<file path="config.mk">
export PLATFORM = sky130hd
export DESIGN_NAME = adsc_scan_control
export DESIGN_NICKNAME = d
export VERILOG_FILES = /design/src/hdl/adsc_pkg.sv /design/src/hdl/adsc_scan_control.sv
export SDC_FILE = /design/constraint.sdc
export NUM_CORES = 1
export LEC_CHECK = 0
export BUFFER_PORTS_ARGS = -buffer_cell sky130_fd_sc_hd__buf_2
export CELL_PAD_IN_SITES_DETAIL_PLACEMENT = 1
export CELL_PAD_IN_SITES_GLOBAL_PLACEMENT = 1
export CORE_MARGIN = 5
export CORE_UTILIZATION = 39
export CTS_BUF_LIST = sky130_fd_sc_hd__clkbuf_2
export DETAILED_ROUTE_END_ITERATION = 7
export PLACE_DENSITY_LB_ADDON = 0.12
export SYNTH_ARGS = -nofsm -noshare
export SYNTH_HDL_FRONTEND = slang
export SYNTH_SLANG_ARGS = --single-unit
</file>
<file path="constraint.sdc">
create_clock -name sys_clk_i -period 2.4 [get_ports sys_clk_i]
set_input_delay 0.24 -clock sys_clk_i [delete_from_list [all_inputs] [get_ports sys_clk_i]]
set_output_delay 0.24 -clock sys_clk_i [all_outputs]
set_load 0.005 [all_outputs]
</file>
<file path="src/hdl/adsc_pkg.sv">
// Contract
// - Repeat-scan converts selected channels back to back.
// - Scan starts lowest selected channel, then ascends.
// - Clearing repeat-scan enable stops repeated conversions.
// - Results carry tag of converted channel.
// - Control holds repeat-scan, start field, channel select.
// - Power bit 21 set powers converter up.
// - Global sleep bit 1 powers converter down.
// - Start codes 010-111 use edge bit polarity.
// - Control write mid-conversion restarts; sets done only past early window.
// - Early write restarts with only the restart flag; later sets done.
package adsc_pkg;
   localparam int ADDR_W = 8;
   localparam int DATA_W = 32;
   localparam int NUM_CH = 8;
   localparam int CH_W = 3;
   localparam int RES_W = 10;
   localparam int NUM_EV = 6;

   localparam logic [ADDR_W-1:0] OFF_CTRL = 8'h00;
   localparam logic [ADDR_W-1:0] OFF_RESULT = 8'h04;
   localparam logic [ADDR_W-1:0] OFF_PWR = 8'h08;
   localparam logic [ADDR_W-1:0] OFF_INT_STAT = 8'h0c;
   localparam logic [ADDR_W-1:0] OFF_INT_MASK = 8'h10;

   // Control register layout
   localparam int SEL_LSB = 0;
   localparam int DIV_LSB = 8;
   localparam int DIV_W = 8;
   localparam int BURST_BIT = 16;
   localparam int POWER_BIT = 21;
   localparam int START_LSB = 24;
   localparam int START_W = 3;
   localparam int EDGE_BIT = 27;
   localparam logic [DATA_W-1:0] CTRL_MASK = 32'h0f21_ffff;
   localparam logic [DATA_W-1:0] CTRL_RESET = 32'h0000_0000;

   // Result register layout
   localparam int RES_LSB = 6;
   localparam int TAG_LSB = 24;
   localparam int OVERRUN_BIT = 30;
   localparam int DONE_BIT = 31;

   // Power control register
   localparam int SLEEP_BIT = 1;

   // Interrupt status and mask layout
   localparam int IRQ_W = 3;
   localparam int IRQ_DONE = 0;
   localparam int IRQ_OVERRUN = 1;
   localparam int IRQ_RESTART = 2;

   localparam logic [START_W-1:0] START_NONE = 3'h0;
   localparam logic [START_W-1:0] START_NOW = 3'h1;
   localparam logic [START_W-1:0] START_EV0 = 3'h2;

   // Conversion length and early-write window in converter clocks
   localparam int CNT_W = 4;
   localparam logic [CNT_W-1:0] CONV_TICKS = 4'hb;
   localparam logic [CNT_W-1:0] EARLY_TICKS = 4'h3;

   typedef enum logic [2:0] {
      ST_IDLE = 3'b001,
      ST_CONV = 3'b010,
      ST_OFF = 3'b100
   } adsc_state_e;
endpackage : adsc_pkg

</file>
<file path="src/hdl/adsc_scan_control.sv">
// Chosen here: the address-and-strobe port and the register addresses.
`timescale 1ns/10ps
module adsc_sync2 #(
   parameter int W = 1
) (
   input wire logic sys_clk_i,
   input wire logic rstn_i,
   input wire logic [W-1:0] async_i,
   output logic [W-1:0] sync_o
);
   // Two stages before any logic sees an outside level
   logic [W-1:0] meta;

   always_ff @(posedge sys_clk_i) begin
      if (!rstn_i) begin
         meta <= '0;
         sync_o <= '0;
      end else begin
         meta <= async_i;
         sync_o <= meta;
      end
   end
endmodule : adsc_sync2

module adsc_scan_control import adsc_pkg::*; (
   input wire logic sys_clk_i,
   input wire logic rstn_i,
   input wire logic [ADDR_W-1:0] addr_i,
   input wire logic [DATA_W-1:0] wr_data_i,
   input wire logic wr_en_i,
   input wire logic rd_en_i,
   output logic [DATA_W-1:0] rd_data_o,
   input wire logic [NUM_EV-1:0] timer_event_signal_i,
   input wire logic [RES_W-1:0] conv_data_i,
   output logic [CH_W-1:0] conv_channel_o,
   output logic conv_sample_o,
   output logic converter_power_on_o,
   output logic irq_o
);

   // Lowest selected channel
   function automatic logic [CH_W-1:0] first_ch(input logic [NUM_CH-1:0] sel);
      logic [CH_W-1:0] r;
      r = '0;
      for (int i = NUM_CH - 1; i >= 0; i--) begin
         if (sel[i]) begin
            r = CH_W'(i);
         end
      end
      return r;
   endfunction : first_ch

   // Next selected channel above cur, wrapping to the lowest
   function automatic logic [CH_W-1:0] next_sel_ch(input logic [NUM_CH-1:0] sel,
                                                   input logic [CH_W-1:0] cur);
      logic [CH_W-1:0] r;
      r = first_ch(sel);
      for (int i = NUM_CH - 1; i >= 0; i--) begin
         if (sel[i] && (CH_W'(i) > cur)) begin
            r = CH_W'(i);
         end
      end
      return r;
   endfunction : next_sel_ch

   logic [DATA_W-1:0] converter_control_reg;
   logic [DATA_W-1:0] power_control_reg;
   logic [IRQ_W-1:0] int_stat;
   logic [IRQ_W-1:0] int_mask;
   logic [RES_W-1:0] res_data;
   logic [CH_W-1:0] result_channel_tag;
   logic res_done;
   logic res_overrun;
   logic start_pending;
   adsc_state_e state;
   adsc_state_e next_state;
   logic [CH_W-1:0] chan;
   logic [CH_W-1:0] next_chan;
   logic [CNT_W-1:0] tick_cnt;
   logic [CNT_W-1:0] next_tick_cnt;
   logic [DIV_W-1:0] div_cnt;
   logic [NUM_EV-1:0] ev_sync;
   logic [NUM_EV-1:0] ev_prev;
   logic [RES_W-1:0] data_sync;
   logic start_conv;
   logic finish_conv;
   logic late_write;
   logic early_write;

   // Register decode
   wire wr_ctrl = wr_en_i && (addr_i == OFF_CTRL);
   wire wr_pwr = wr_en_i && (addr_i == OFF_PWR);
   wire wr_mask = wr_en_i && (addr_i == OFF_INT_MASK);
   wire rd_result = rd_en_i && (addr_i == OFF_RESULT);
   wire rd_stat = rd_en_i && (addr_i == OFF_INT_STAT);

   // Control fields as currently held
   wire [NUM_CH-1:0] sel = converter_control_reg[SEL_LSB +: NUM_CH];
   wire [DIV_W-1:0] conversion_clock_divider = converter_control_reg[DIV_LSB +: DIV_W];
   wire burst = converter_control_reg[BURST_BIT];
   wire [START_W-1:0] start_code = converter_control_reg[START_LSB +: START_W];
   wire edge_fall = converter_control_reg[EDGE_BIT];

   // Control fields of the value being written
   wire [NUM_CH-1:0] w_sel = wr_data_i[SEL_LSB +: NUM_CH];
   wire w_burst = wr_data_i[BURST_BIT];
   wire w_power = wr_data_i[POWER_BIT];
   wire [START_W-1:0] w_start = wr_data_i[START_LSB +: START_W];
   wire w_request = w_power && (w_sel != '0) && (w_burst || (w_start == START_NOW));

   // Sleep overrides the power bit, so the converter cannot stay up in sleep
   wire global_sleep = power_control_reg[SLEEP_BIT];
   wire active = converter_control_reg[POWER_BIT] && !global_sleep;

   // Converter clock enable from the divider
   wire conv_tick = active && (div_cnt == conversion_clock_divider);

   // Edge trigger on the selected timer event
   wire edge_code = (start_code >= START_EV0);
   // Codes 0 and 1 would index past the event inputs; park them on input 0
   wire [START_W-1:0] ev_idx = edge_code ? start_code - START_EV0 : '0;
   wire ev_cur = ev_sync[ev_idx];
   wire ev_old = ev_prev[ev_idx];
   wire edge_hit = edge_code && (edge_fall ? (ev_old && !ev_cur) : (!ev_old && ev_cur));

   wire idle_request = (sel != '0) && (burst || start_pending || edge_hit);
   wire last_tick = conv_tick && (tick_cnt == CONV_TICKS - 4'h1);
   wire [DATA_W-1:0] result_word = {res_done, res_overrun, 3'h0, result_channel_tag,
                                    8'h00, res_data, 6'h00};
   wire [IRQ_W-1:0] irq_events = {late_write || early_write,
                                  finish_conv && res_done,
                                  finish_conv || late_write};
   wire [DATA_W-1:0] rd_mux =
      (addr_i == OFF_CTRL) ? converter_control_reg :
      (addr_i == OFF_RESULT) ? result_word :
      (addr_i == OFF_PWR) ? power_control_reg :
      (addr_i == OFF_INT_STAT) ? {29'h0, int_stat} :
      (addr_i == OFF_INT_MASK) ? {29'h0, int_mask} : 32'h0000_0000;

   always_comb begin
      next_state = state;
      next_chan = chan;
      next_tick_cnt = tick_cnt;
      start_conv = 1'b0;
      finish_conv = 1'b0;
      late_write = 1'b0;
      early_write = 1'b0;
      case (state)
         ST_OFF: begin
            if (active) begin
               next_state = ST_IDLE;
            end
         end
         ST_IDLE: begin
            if (!active) begin
               next_state = ST_OFF;
            end else if (idle_request && !wr_ctrl) begin
               next_state = ST_CONV;
               next_chan = first_ch(sel);
               next_tick_cnt = '0;
               start_conv = 1'b1;
            end
         end
         ST_CONV: begin
            if (!active) begin
               next_state = ST_OFF;
            end else if (wr_ctrl) begin
               // Early write restarts without done, later one flags done
               early_write = (tick_cnt < EARLY_TICKS);
               late_write = !early_write;
               next_tick_cnt = '0;
               if (w_request) begin
                  next_chan = first_ch(w_sel);
                  start_conv = 1'b1;
               end else begin
                  next_state = ST_IDLE;
               end
            end else if (conv_tick) begin
               next_tick_cnt = tick_cnt + 4'h1;
               if (last_tick) begin
                  finish_conv = 1'b1;
                  next_tick_cnt = '0;
                  if (burst && (sel != '0)) begin
                     next_chan = next_sel_ch(sel, chan);
                     start_conv = 1'b1;
                  end else begin
                     next_state = ST_IDLE;
                  end
               end
            end
         end
         default: begin
            next_state = ST_OFF;
         end
      endcase
   end

   // Synchronisers for the outside inputs
   adsc_sync2 #(
      .W(NUM_EV)
   ) u_ev_sync (
      .sys_clk_i(sys_clk_i),
      .rstn_i(rstn_i),
      .async_i(timer_event_signal_i),
      .sync_o(ev_sync)
   );

   adsc_sync2 #(
      .W(RES_W)
   ) u_data_sync (
      .sys_clk_i(sys_clk_i),
      .rstn_i(rstn_i),
      .async_i(conv_data_i),
      .sync_o(data_sync)
   );

   // Edge history, one cycle behind the synchronised level
   always_ff @(posedge sys_clk_i) begin
      if (!rstn_i) begin
         ev_prev <= '0;
      end else begin
         ev_prev <= ev_sync;
      end
   end

   // Control and power registers; unused bits read as zero
   always_ff @(posedge sys_clk_i) begin
      if (!rstn_i) begin
         converter_control_reg <= CTRL_RESET;
      end else if (wr_ctrl) begin
         converter_control_reg <= wr_data_i & CTRL_MASK;
      end
   end

   always_ff @(posedge sys_clk_i) begin
      if (!rstn_i) begin
         power_control_reg <= '0;
      end else if (wr_pwr) begin
         power_control_reg <= {30'h0, wr_data_i[SLEEP_BIT], 1'b0};
      end
   end

   always_ff @(posedge sys_clk_i) begin
      if (!rstn_i) begin
         int_mask <= '0;
      end else if (wr_mask) begin
         int_mask <= wr_data_i[IRQ_W-1:0];
      end
   end

   // Scan sequencer
   always_ff @(posedge sys_clk_i) begin
      if (!rstn_i) begin
         state <= ST_OFF;
         chan <= '0;
         tick_cnt <= '0;
      end else begin
         state <= next_state;
         chan <= next_chan;
         tick_cnt <= next_tick_cnt;
      end
   end

   // Converter clock divider, held at zero while powered down
   always_ff @(posedge sys_clk_i) begin
      if (!rstn_i) begin
         div_cnt <= '0;
      end else begin
         div_cnt <= (conv_tick || !active) ? '0 : div_cnt + 8'h01;
      end
   end

   always_ff @(posedge sys_clk_i) begin
      if (!rstn_i) begin
         start_pending <= 1'b0;
      end else if (wr_ctrl) begin
         start_pending <= (w_start == START_NOW) && (state != ST_CONV);
      end else if (start_conv || !active) begin
         start_pending <= 1'b0;
      end
   end

   // Result data and channel tag
   always_ff @(posedge sys_clk_i) begin
      if (!rstn_i) begin
         res_data <= '0;
         result_channel_tag <= '0;
      end else if (finish_conv) begin
         res_data <= data_sync;
         result_channel_tag <= chan;
      end
   end

   // Result flags; a new completion wins over a clearing read
   always_ff @(posedge sys_clk_i) begin
      if (!rstn_i) begin
         res_done <= 1'b0;
         res_overrun <= 1'b0;
      end else begin
         if (finish_conv || late_write) begin
            res_done <= 1'b1;
            res_overrun <= finish_conv && res_done;
         end else if (rd_result) begin
            res_done <= 1'b0;
            res_overrun <= 1'b0;
         end
      end
   end

   // Interrupts; an event in the cycle of the clearing read stays set
   always_ff @(posedge sys_clk_i) begin
      if (!rstn_i) begin
         int_stat <= '0;
         irq_o <= 1'b0;
      end else begin
         int_stat <= irq_events | (rd_stat ? '0 : int_stat);
         irq_o <= |(int_stat & int_mask);
      end
   end

   // Bus read data stands for one cycle only
   always_ff @(posedge sys_clk_i) begin
      if (!rstn_i) begin
         rd_data_o <= '0;
      end else begin
         rd_data_o <= rd_en_i ? rd_mux : '0;
      end
   end

   // Converter outputs
   always_ff @(posedge sys_clk_i) begin
      if (!rstn_i) begin
         conv_channel_o <= '0;
         conv_sample_o <= 1'b0;
         converter_power_on_o <= 1'b0;
      end else begin
         conv_channel_o <= next_chan;
         conv_sample_o <= start_conv;
         converter_power_on_o <= active;
      end
   end

endmodule : adsc_scan_control

</file>
# Word level (Yosys, flattened, before mapping)
# Index checks and enable logic that the tools add are counted.
# word_totals
reg_bits,136
in_bits,60
out_inout_bits,38
word_cells,206
# op_classes
addsub,3
order_cmp,11
n_eq_ne,24
mux,87
bitwise_logic,4
reduce_logical,53
# ops
cell,n
two-way mux 3 bit,46
two-way mux 32 bit,1
two-way mux 28 bit,1
two-way mux 1 bit,27
logical AND 1 bit,26
two-way mux 4 bit,6
== test 8 x 4 -> 1 bit (second input constant),2
!= test 4 bit (second input constant),4
nonzero test 8 bit,2
!= test 3 bit (second input constant),5
greater-than comparator 3 bit (first input constant),4
one-hot mux 3 bit (3 select lines),1
adder 8 x 1 -> 8 bit (second input constant),1
== test 8 x 3 -> 1 bit (second input constant),1
== test 8 x 5 -> 1 bit (second input constant),1
== test 8 bit,1
logical NOT 8 bit,1
!= test 2 bit (second input constant),4
one-hot mux 4 bit (2 select lines),1
AND reduction 8 bit,1
logical OR 1 bit,7
binary-select mux 1 bit (select 3 bit),2
== test 3 x 1 -> 1 bit (second input constant),2
greater-than comparator 1 x 3 -> 1 bit (first input constant),2
other kinds (23),33

# Logic depth before layout (Yosys ltp)
# Gate-level depths: netlist of run 1.
# logic_depth
word_depth,22
depth_mapped,11
mapped_depth_nobuf,9

# Cells and area by module
# Synthesis of run 1 repeated with hierarchy kept, for this count alone.
# hier_totals
hier_cells,585
area_unflattened_um2,5221.3
# modules_own_cells
module,n_inst,cells_per_inst,area_each_um2,seq_area_each_um2
adsc_scan_control,1,518,4322.9,1921.8
adsc_sync2 (u_data_sync),1,42,561.8,400.4
adsc_sync2 (u_ev_sync),1,25,336.6,240.2

# Worst setup path before layout of run 1
# Ideal clock, no wire load.
# synth_path
kind,reg-to-reg
startpoint,register converter_control_reg[25]
endpoint,register tick_cnt[3]
setup_time_ns,0.115
t_arrival_ns,2.462
t_required_ns,2.285
setup_slack_ns,-0.177
path_stages_with_launch,11
path_buffers,2
period_less_slack_ns,2.577
path_cell_list,dfxtp_1 -> buf_6 -> inv_1 -> ha_1 -> buf_2 -> a22o_1 -> or4_4 -> or4_4 -> nand4_4 -> a21oi_1 -> o21a_1
# synth_via
elab_chain_len,13
word_cells_on_any_way,18
cone_classes,add/sub: 1; order compare: 1; eq/ne: 1; mux: 6; reduce/logical: 9
# synth_lines
element,line,rtl
start: declaration,adsc_scan_control.sv:66,logic [DATA_W-1:0] converter_control_reg;
start signal: assignment,adsc_scan_control.sv:231,converter_control_reg <= wr_data_i & CTRL_MASK;
subtractor 3 x 2 -> 3 bit / greater-or-equal comparator 3 x 2 -> 1 bit (equally long branches),"adsc_scan_control.sv:121, adsc_scan_control.sv:119",
two-way mux 3 bit,adsc_scan_control.sv:121,wire [START_W-1:0] ev_idx = edge_code ? start_code - START_EV0 : '0;
binary-select mux 1 bit (select 3 bit) (on tied branches),"adsc_scan_control.sv:123, adsc_scan_control.sv:122",
two-way mux 1 bit (on tied branches),"adsc_scan_control.sv:123, adsc_scan_control.sv:122",
logical NOT 1 bit,adsc_scan_control.sv:124,wire edge_hit = edge_code && (edge_fall ? (ev_old && !ev_cur) : (!ev_old && ev_cur));
logical AND 1 bit,adsc_scan_control.sv:124,
two-way mux 1 bit,adsc_scan_control.sv:124,
logical AND 1 bit *,adsc_scan_control.sv:124,
logical OR 1 bit *,adsc_scan_control.sv:126,wire idle_request = (sel != '0) && (burst || start_pending || edge_hit);
logical AND 1 bit *,adsc_scan_control.sv:126,
logical AND 1 bit *,adsc_scan_control.sv:157,end else if (idle_request && !wr_ctrl) begin
!= test 2 bit (no line) *,--,
AND reduction 5 bit (no line) *,--,
end signal: assignment,adsc_scan_control.sv:260,tick_cnt <= next_tick_cnt;
end: declaration,adsc_scan_control.sv:79,logic [CNT_W-1:0] tick_cnt;
# Mark *: on every way between the ends. The rest lies on a longest branch, timed or not. The select of a mux whose other input is x is not followed.
# A chain may end at the register's enable or synchronous reset.

# Worst setup path in the final report of run 1
# layout_path
startpoint,register converter_control_reg[25]
endpoint,register tick_cnt[0]
# The elaborated chain is that of the path after synthesis.

==> results.toml, run 1 <==
[setup_path]
crit_fanout = 7
cp-end-kind = "flip-flop"
crit_arrival_ns = 3.01
reg2regPathDepth = 8
crit_type = "reg -> reg"
cp.required_ns = 3.05
start_kind = "flip-flop"

[timing]
skew_ns = 0.02764
slew_headroom = 0.6305
setup_viol = 0
worstMarginPinSlew_ns = 0.5531
fmax_ghz = 0.4232
period_needed_ns = 2.363
drv_slew = 0
finalHoldViolations = 0
rsz0062_at_grt = "yes"
worst_slack_ns = 0.03699
period_share = 0.9846

[pwr]
irDropWorstVdd_mv = 0.3458
total_power_w = 0.003665
p_per_area_nw_per_um2 = 541.7
p_leak_nw = 2.682

[die]
die_w_um = 126.0
dieHeight_um = 126.0
num_rows = 42
start_util = 0.3962
ios = 98
coreArea_um2 = 13240
die-area_um2 = 15870

[global_routing]
grt-ovfl-total = 0
antenna_found_initial = 1
grtUsageTotal = 0.1927
grt_max_degree = 48
first_global_vias = 5031
grt_pass1_wl_um = 24560

[yosys]
synth_cell_types = 67
ys_warn_count = 0
synth.avg_cell_area_um2 = 8.862
synth_edf_count = 0
synth-main-ff-cell = "dfxtp_1"
synth-seq-cells = 128
syn_inst = 592
syn_area_um2 = 5246
ys_seq_area_frac = 0.4884
async_flop_share = 0

[routing]
post_drt_wl_per_cell_um = 16.08
antenna_left = 0
vias = 4791
route.detailed.drc = 0
wl_um = 14970
first_pass_iters = 4
via_per_inst = 5.146
drtIter0Drc = 211

[placed_design]
dpl_cell_area_um2 = 5933
hpwlAfterDp_um = 10360
preCtsSetupSlack_ns = -0.02257
portBuffers = 79
routabilityCongestion = 0.7892

[clock_network]
numClockSinks = 128
root_buffer = "clkbuf_2"
cts_buffers = 17
clock_latency_ns = 0.72
clockBufferDepth = 2
tritoncts = "yes"
htreeDepth = 4
clk_pin_slew_ns = 0.21

[finish]
area_delta_synth_final_pct = 28.98
final_design_area_no_fill_um2 = 6766
drive_above_1_share = 0.2205
largest_reg_flops = 24
finalNetCount = 804

[outcome]
outcome = "finished, final reports clean"

[job]
maxCapViolations = 0

[min_path]
min_path_cells = 5
hold_path_class = "in -> reg"
-- critical path: stages, from the launching register on --
cell and delay (ns):
dfxtp_2 0.37, buf_6 0.13, or3b_4 0.24, a21oi_4 0.05, or4_4 0.58, a2111oi_4 0.30
and4b_4 0.26, nor3_4 0.16, mux2i_1 0.21
-- final timing paths --
path                             startpoint      endpoint  slack, ns
hold reg to reg       u_data_sync.sync_o[8]   res_data[8]       0.45
setup reg to reg  converter_control_reg[25]   tick_cnt[0]       0.04
hold / removal                    addr_i[5]  rd_data_o[3]       0.15
setup / recovery  converter_control_reg[25]   tick_cnt[0]       0.04
-- Yosys cell counts (all sizes together), types with 3 or more instances --
cell type / n / area share
a21boi: 3 / 0.0043
mux2i: 11 / 0.021
or4: 8 / 0.013
nor3: 12 / 0.014
xor2: 5 / 0.0083
nor3b: 5 / 0.0072
buf: 16 / 0.021
dfxtp: 128 / 0.49
and2: 46 / 0.055
a32oi: 7 / 0.012
clkbuf: 21 / 0.015
nor2b: 3 / 0.0036
inv: 14 / 0.010
nand4b: 3 / 0.0050
nand4: 5 / 0.0088
nand2b: 7 / 0.0083
xnor2: 10 / 0.017
o31ai: 3 / 0.0043
nand2: 96 / 0.069
a21oi: 51 / 0.051
nand3: 16 / 0.015
a31oi: 3 / 0.0036
ha: 4 / 0.0095
nor4: 5 / 0.0060
nor2: 42 / 0.030
a22o: 14 / 0.023
and3: 4 / 0.0048
o21ai: 10 / 0.0095
a21o: 3 / 0.0043
-- cells by family after synthesis --
logic type	after synthesis	synth area share
buffers and inverters	51	0.04603
multiplexers	12	0.02313
adder cells (fa/ha/maj)	4	0.009540
flip-flops	128	0.4884
AND/OR/NAND/NOR	263	0.2561
other	1	0.0007148
AO/OA/AOI/OAI	118	0.1510
XOR/XNOR	15	0.02504
-- per-stage QoR --
| stage | utilization | hold slack (ns) | instances | setup TNS, ns |
|---|---|---|---|---|
| after floorplan | - | 0.3673 | 599 | 0 |
| after global placement | 0.4480 | 0.4152 | 844 | 0 |
| after detailed placement | 0.4480 | 0.4215 | 844 | -0.03529 |
| after CTS | 0.5041 | 0.05688 | 925 | 0 |
| after global routing | 0.5110 | 0.1169 | 931 | -0.1600 |
| final | 0.5110 | 0.1539 | 931 | 0 |
-- layer usage --
layer,track usage,vias up,part of all wire
li1,-,2335,-
met1,0.2306,2312,0.43
met2,0.3330,117,0.50
met3,0.04234,27,0.053
met4,0.08265,0,0.021
met5,0,-,0
-- repair_timing --
| item | CTS | global route |
|---|---|---|
| hold endpoints to repair | 55 | 0 |
| pin swaps | 0 | 2 |
| gates resized for setup | 4 | 13 |
| cloned | 0 | 0 |
| endpoints found under the setup margin | 7 | 10 |
| buffers inserted | 0 | 4 |
| hold buffers | 49 | 0 |
-- placed cells by master, fill, tap and decap left out, drive strengths merged, types with 10 or more instances in the layout --
cell type,count
a21oi,51
a22o,14
and2,46
buf,110
clkbuf,17
dfxtp,128
dlygate4sd3,49
inv,21
mux2i,11
nand2,96
nand3,16
nor2,42
nor3,12
o21ai,10
xnor2,10
-- where the power goes --
group,switching (W),leakage [nW],internal (W)
Sequential,0.00000759,1.04,0.00216
Clock,0.000898,0.132,0.000404
Combinational,0.0000894,1.51,0.000109
Total,0.000995,2.68,0.00267
-- cell type report --
type	instances	area, um2
fillers	1586	6476
clock buffers	17	85.08
clock inverters	15	148.9
well taps	176	220.2
diodes	2	5.005
repair buffers	159	1147
flip-flops and latches	128	2566
multi-input cells	420	2541
inverters	14	52.55
Power figures use the tool's default switching activity.
==> inputs of run 2 (changes only) <==
--- a/config.mk
+++ b/config.mk
@@ -5,11 +5,12 @@
 export SDC_FILE = /design/constraint.sdc
 export NUM_CORES = 1
 export LEC_CHECK = 0
+export ABC_AREA = 1
 export BUFFER_PORTS_ARGS = -buffer_cell sky130_fd_sc_hd__buf_2
 export CELL_PAD_IN_SITES_DETAIL_PLACEMENT = 1
 export CELL_PAD_IN_SITES_GLOBAL_PLACEMENT = 1
 export CORE_MARGIN = 5
-export CORE_UTILIZATION = 39
+export CORE_UTILIZATION = 38
 export CTS_BUF_LIST = sky130_fd_sc_hd__clkbuf_2
 export DETAILED_ROUTE_END_ITERATION = 7
 export PLACE_DENSITY_LB_ADDON = 0.12
==> run 2 against run 1 <==
Effect of this change:
- global-route usage fell by 0.19 points
- non-clock buffer count fell by 11
- utilization down 2.5 points
- critical path depth shrank 1
- routed wire length up 3.3%
- die area rose by 5.1%
- power increased by 1.7%
- worst setup slack better by 0.18 ns
- synthesized cell count up 19%
- largest cell class unchanged
- largest power group unchanged
==> results.toml, run 2 <==
[outcome]
outcome = "finished, final reports clean"

[yosys]
ys_warn_count = 0
synth_edf_count = 0
ys_seq_area_frac = 0.4750
post-synth-top-count-cell = "dfxtp_1"
async_flop_share = 0
synth.area.top_cells = "dfxtp_1, nand2_1, inv_1, o21ai_0, nor2_1"
synth_common_cells = "dfxtp_1, nand2_1, inv_1"
syn_area_um2 = 5395
synth_cell_types = 50
synth.avg_cell_area_um2 = 7.653
synth-main-ff-cell = "dfxtp_1"
synth.top_cell.area_share = 0.4750
synth_largest_area_cell = "dfxtp_1"
syn_inst = 705
synth-seq-cells = 128

[global_routing]
first_global_vias = 5186
grt_pass1_wl_um = 25100
grt-ovfl-total = 0
grt_max_degree = 40
grtUsageTotal = 0.1908
antenna_found_initial = 1

[timing]
period_share = 0.9111
tns_ns = 0
setup_viol = 0
skew_ns = 0.02577
period_needed_ns = 2.187
fmax_ghz = 0.4573
rsz0062_at_grt = "no"
drv_slew = 0
finalHoldViolations = 0
slew_headroom = 0.5502
worstMarginPinSlew_ns = 0.6726

[routing]
wl_um = 15460
via_per_inst = 4.843
vias = 5022
drtIter0Drc = 204
post_drt_wl_per_cell_um = 14.91
first_pass_iters = 4
antenna_left = 0
route.detailed.drc = 0

[die]
die_w_um = 129.2
num_rows = 43
die-area_um2 = 16680
dieHeight_um = 129.2
ios = 98
coreArea_um2 = 13880
start_util = 0.3887

[clock_network]
cts_resized = 0
clockBufferDepth = 2
clock_latency_ns = 0.68
htreeDepth = 4
tritoncts = "yes"
ctsHoldBuffers = 53
postCtsSetupBuffers = 0
cts_buffers = 17
numClockSinks = 128
clk_pin_slew_ns = 0.17
root_buffer = "clkbuf_2"

[finish]
fin_cells = 1037
final_design_area_no_fill_um2 = 6744
area_delta_synth_final_pct = 25.00
final_common_cell = "dfxtp_1"
largest_reg_flops = 24
layout_common_cells = "dfxtp_1, nand2_1, inv_1"
fill_cells = 1758
drive_above_1_share = 0.1974
finalNetCount = 910

[setup_path]
start_kind = "input port"
critical_path.most_common_cell = "dlygate4sd3_1"
reg2reg_from = "converter_control_reg[25]"
reg2regPathDepth = 16
path_delay_family = "buffers and inverters"
worstPathCellList = "dlygate4sd3_1 -> buf_2 -> nor4_1 -> a21oi_1 -> dlygate4sd3_1 -> nor3_1 -> dlygate4sd3_1"
crit_path_max_incr_delay_ns = 0.58
slowest_stage = "dlygate4sd3_1"
crit_type = "in -> reg"
crit_arrival_ns = 2.82
crit_buf_inv = 4
regToRegSetupSlack_ns = 0.28
r2r_end = "conv_channel_o[0]"
crit_fanout = 4
cp-end-kind = "flip-flop"
cp.required_ns = 3.03

[pwr]
p_per_area_nw_per_um2 = 552.7
p_leak_nw = 3.262
irDropWorstVdd_mv = 0.2624

[placed_design]
dp.cells = 954
routabilityCongestion = 0.8924
dpl_cell_area_um2 = 5992
portBuffers = 79
hpwlAfterDp_um = 11070

[job]
maxCapViolations = 0

[min_path]
min_path_cells = 6
hold_start = "addr_i[3]"
hold_path_class = "in -> reg"
hold_end = "start_pending"
## run 2: power breakdown
part	leakage (nW)	switching [W]	internal, W
Clock	0.138	0.000749	0.000563
Sequential	1.04	0.0000122	0.00216
Combinational	2.09	0.000123	0.000120
Total	3.26	0.000885	0.00284
## run 2: worst register-to-register path: cells and delay by family (launching register included)
kind,cells,cell delay [ns]
flops,1,0.45
buf+inv,1,0.09
fa+ha+maj,1,0.27
simple gates,14,1.22
## run 2: worst max path at each step
stage	slack, ns	cells past startpoint	end	from
CTS	0.23	17	conv_channel_o[0]	converter_control_reg[26]
global route	0.08	17	conv_channel_o[0]	converter_control_reg[26]
floorplan	0.48	16	conv_channel_o[0]	converter_control_reg[25]
detailed placement	0.28	17	tick_cnt[1]	converter_control_reg[26]
global placement	0.36	17	conv_channel_o[0]	converter_control_reg[26]
finish	0.21	7	power_control_reg[1]	addr_i[2]
## run 2: cell families after synthesis
kind of cell               Yosys count  share of synthesized area
adders and majority gates            4                   0.009277
DFF                                128                     0.4750
and+or+nand+nor                    283                     0.2505
buffers and inverters              151                     0.1148
xor gates and xnor gates             8                    0.01299
other                                1                  0.0006951
AOI/OAI and AO/OA                  130                     0.1368
## run 2: layout make-up
cell class,instances,area (um2),share of cell area
Clock inverter,9,118.9,0.01763
Clock buffer,20,100.1,0.01484
Tap cell,180,225.2,0.03340
Multi-Input combinational cell,433,2240,0.3321
Antenna cell,1,2.502,0.0003711
Timing Repair Buffer,148,1046,0.1551
Sequential cell,128,2562,0.3800
Inverter,118,449.2,0.06660
## run 2: routing by layer
layer / track usage / share of wire / vias up
met3: 0.03710 / 0.041 / 31
li1: - / - / 2509
met1: 0.2241 / 0.44 / 2371
met2: 0.3372 / 0.50 / 111
met4: 0.08400 / 0.024 / 0
met5: 0 / 0 / -
## run 2: stage by stage
| step | hold slack, ns | setup WS [ns] | utilization | total power, W |
|---|---|---|---|---|
| 3_5_place_dp | 0.3996 | 0.2757 | 0.4317 | 0.002395 |
| 6_report | 0.08622 | 0.2133 | 0.4858 | 0.003727 |
| 5_1_grt | 0.03078 | 0.08418 | 0.4858 | 0.003906 |
| 4_1_cts | 0.002972 | 0.2333 | 0.4857 | 0.003772 |
| 2_1_floorplan | 0.3376 | 0.4824 | - | 0.002322 |
| 3_3_place_gp | 0.3942 | 0.3589 | 0.4317 | 0.002385 |
==> inputs of run 3 (changes only) <==
--- a/config.mk
+++ b/config.mk
@@ -5,12 +5,12 @@
 export SDC_FILE = /design/constraint.sdc
 export NUM_CORES = 1
 export LEC_CHECK = 0
-export ABC_AREA = 1
+export ABC_AREA = 0
 export BUFFER_PORTS_ARGS = -buffer_cell sky130_fd_sc_hd__buf_2
 export CELL_PAD_IN_SITES_DETAIL_PLACEMENT = 1
 export CELL_PAD_IN_SITES_GLOBAL_PLACEMENT = 1
 export CORE_MARGIN = 5
-export CORE_UTILIZATION = 38
+export CORE_UTILIZATION = 39
 export CTS_BUF_LIST = sky130_fd_sc_hd__clkbuf_2
 export DETAILED_ROUTE_END_ITERATION = 7
 export PLACE_DENSITY_LB_ADDON = 0.12
==> constraint.sdc (replaced) <==
create_clock -name sys_clk_i -period 1.9 [get_ports sys_clk_i]
set_input_delay 0.19 -clock sys_clk_i [delete_from_list [all_inputs] [get_ports sys_clk_i]]
set_output_delay 0.19 -clock sys_clk_i [all_outputs]
set_load 0.005 [all_outputs]
==> run 3 against run 2 <==
Effect of this change:
- the run now ends with setup timing left
- clock skew grew 0.017 ns
- via count shrank 1.6%
- critical path type is now reg -> reg
- highest routed layer unchanged
- worst setup slack lost 0.63 ns
- clock power grew 11%
- die area shrank 4.9%
- hold slack lost 0.0050 ns
==> results.toml, run 3 (synthesis gave the netlist of run 1 again) <==
[die]
coreArea_um2 = 13240
num_rows = 42
die-area_um2 = 15870
start_util = 0.3962
ios = 98
dieHeight_um = 126.0
die_w_um = 126.0

[timing]
period_needed_ns = 2.317
skew_ns = 0.04292
setup_viol = 10
whs_ns = 0.08126
period_share = 1.219
worst_slack_ns = -0.4170
drv_slew = 0
tns_ns = -3.652
finalHoldViolations = 0
rsz0062_at_grt = "yes"
fmax_ghz = 0.4316

[finish]
antenna_cells = 0
area_delta_synth_final_pct = 37.51
drive_above_1_share = 0.3028
seqCellArea_um2 = 2577
layout_common_cells = "dfxtp_1, nand2_1, buf_4"
fill_cells = 1597
largest_reg_flops = 24
finalNetCount = 861
final_common_cell = "dfxtp_1"
multiInputGateArea_um2 = 2601
fin_util = 0.5448

[clock_network]
clock_latency_ns = 0.71
clk_pin_slew_ns = 0.22
root_buffer = "clkbuf_2"
htreeDepth = 4
numClockSinks = 128
tritoncts = "yes"
cts_buffers = 17
clockBufferDepth = 2

[setup_path]
crit_fanout = 7
start_kind = "flip-flop"
cp.required_ns = 2.53
cp-end-kind = "flip-flop"
crit_type = "reg -> reg"
crit_arrival_ns = 2.95

[routing]
first_pass_iters = 4
route.detailed.drc = 0
wl_um = 16040
via_per_inst = 5.017
post_drt_wl_per_cell_um = 16.28
antenna_left = 0
drtIter0Drc = 207
vias = 4942

[placed_design]
portBuffers = 79
preCtsSetupSlack_ns = -0.4458
hpwlAfterDp_um = 11620
routabilityCongestion = 0.8205

[global_routing]
grt_pass1_wl_um = 26040
grt-ovfl-total = 0
grt_max_degree = 41
first_global_vias = 5321
antenna_found_initial = 0
grtUsageTotal = 0.2035

[pwr]
p_leak_nw = 2.960
total_power_w = 0.004475
irDropWorstVdd_mv = 0.4984
p_per_area_nw_per_um2 = 620.3

[outcome]
violations = "setup timing"
outcome = "complete, but fails checks"

[min_path]
hold_path_class = "in -> reg"

[job]
maxCapViolations = 0
## run 3: cell types whose count changed in the layout (fill, tap and decap cells not counted), sizes merged, moves of 14 or more
cell	previous run	this run
o21ai	59	10
and2	0	46
inv	116	19
buf	95	171
nand3	37	16
nand2	135	96
nor2	82	42
a22o	0	14
## run 3: final timing paths
kind / end / depth (start not counted) / slack [ns] / start
setup / recovery: conv_channel_o[1] / 10 / -0.42 / converter_control_reg[25]
hold / removal: conv_channel_o[2] / 6 / 0.08 / wr_data_i[1]
setup reg to reg: conv_channel_o[1] / 10 / -0.42 / converter_control_reg[25]
hold reg to reg: res_data[2] / 2 / 0.42 / u_data_sync.sync_o[2]
## run 3: critical path, cell delays in order (launching register included)
cell       delay, ns
dfxtp_4         0.40
inv_4           0.06
ha_4            0.19
nor2b_4         0.06
a22o_1          0.17
or4_4           0.46
buf_4           0.16
o2111ai_2       0.09
nand4_4         0.16
a21oi_4         0.25
mux2i_1         0.24
## run 3: stage by stage
step | cells | area (um2)
after CTS | 981 | 7103
after floorplan | 599 | 5314
after global routing | 985 | 7214
after detailed placement | 904 | 6412
after global placement | 904 | 6412
final | 985 | 7214
## run 3: final cells by class
class,instances,share of cell area
multi-input cells,420,0.3606
flip-flops and latches,128,0.3573
repair buffers,216,0.2170
well taps,176,0.03052
clock inverters,14,0.01526
clock buffers,17,0.01179
inverters,14,0.007631
## run 3: where the power goes
| group | total (W) | switching, W | internal, W |
|---|---|---|---|
| Sequential | 0.00273 | 0.0000102 | 0.00272 |
| Clock | 0.00146 | 0.00111 | 0.000354 |
| Combinational | 0.000280 | 0.000121 | 0.000159 |
## run 3: repair_timing
| action | 4_1_cts | 5_1_grt |
|---|---|---|
| endpoints found under the setup margin | 25 | 26 |
| resized for setup | 13 | 22 |
| endpoints found under the hold margin | 65 | 0 |
| hold buffers | 45 | 0 |
| pin swaps | 5 | 6 |
| buffers inserted | 1 | 4 |
## run 3: routing by layer
layer,up-vias,GRT usage,part of all wire
li1,2454,-,-
met1,2352,0.2371,0.42
met2,107,0.3618,0.51
met3,29,0.03937,0.044
met4,0,0.09022,0.027
met5,-,0,0
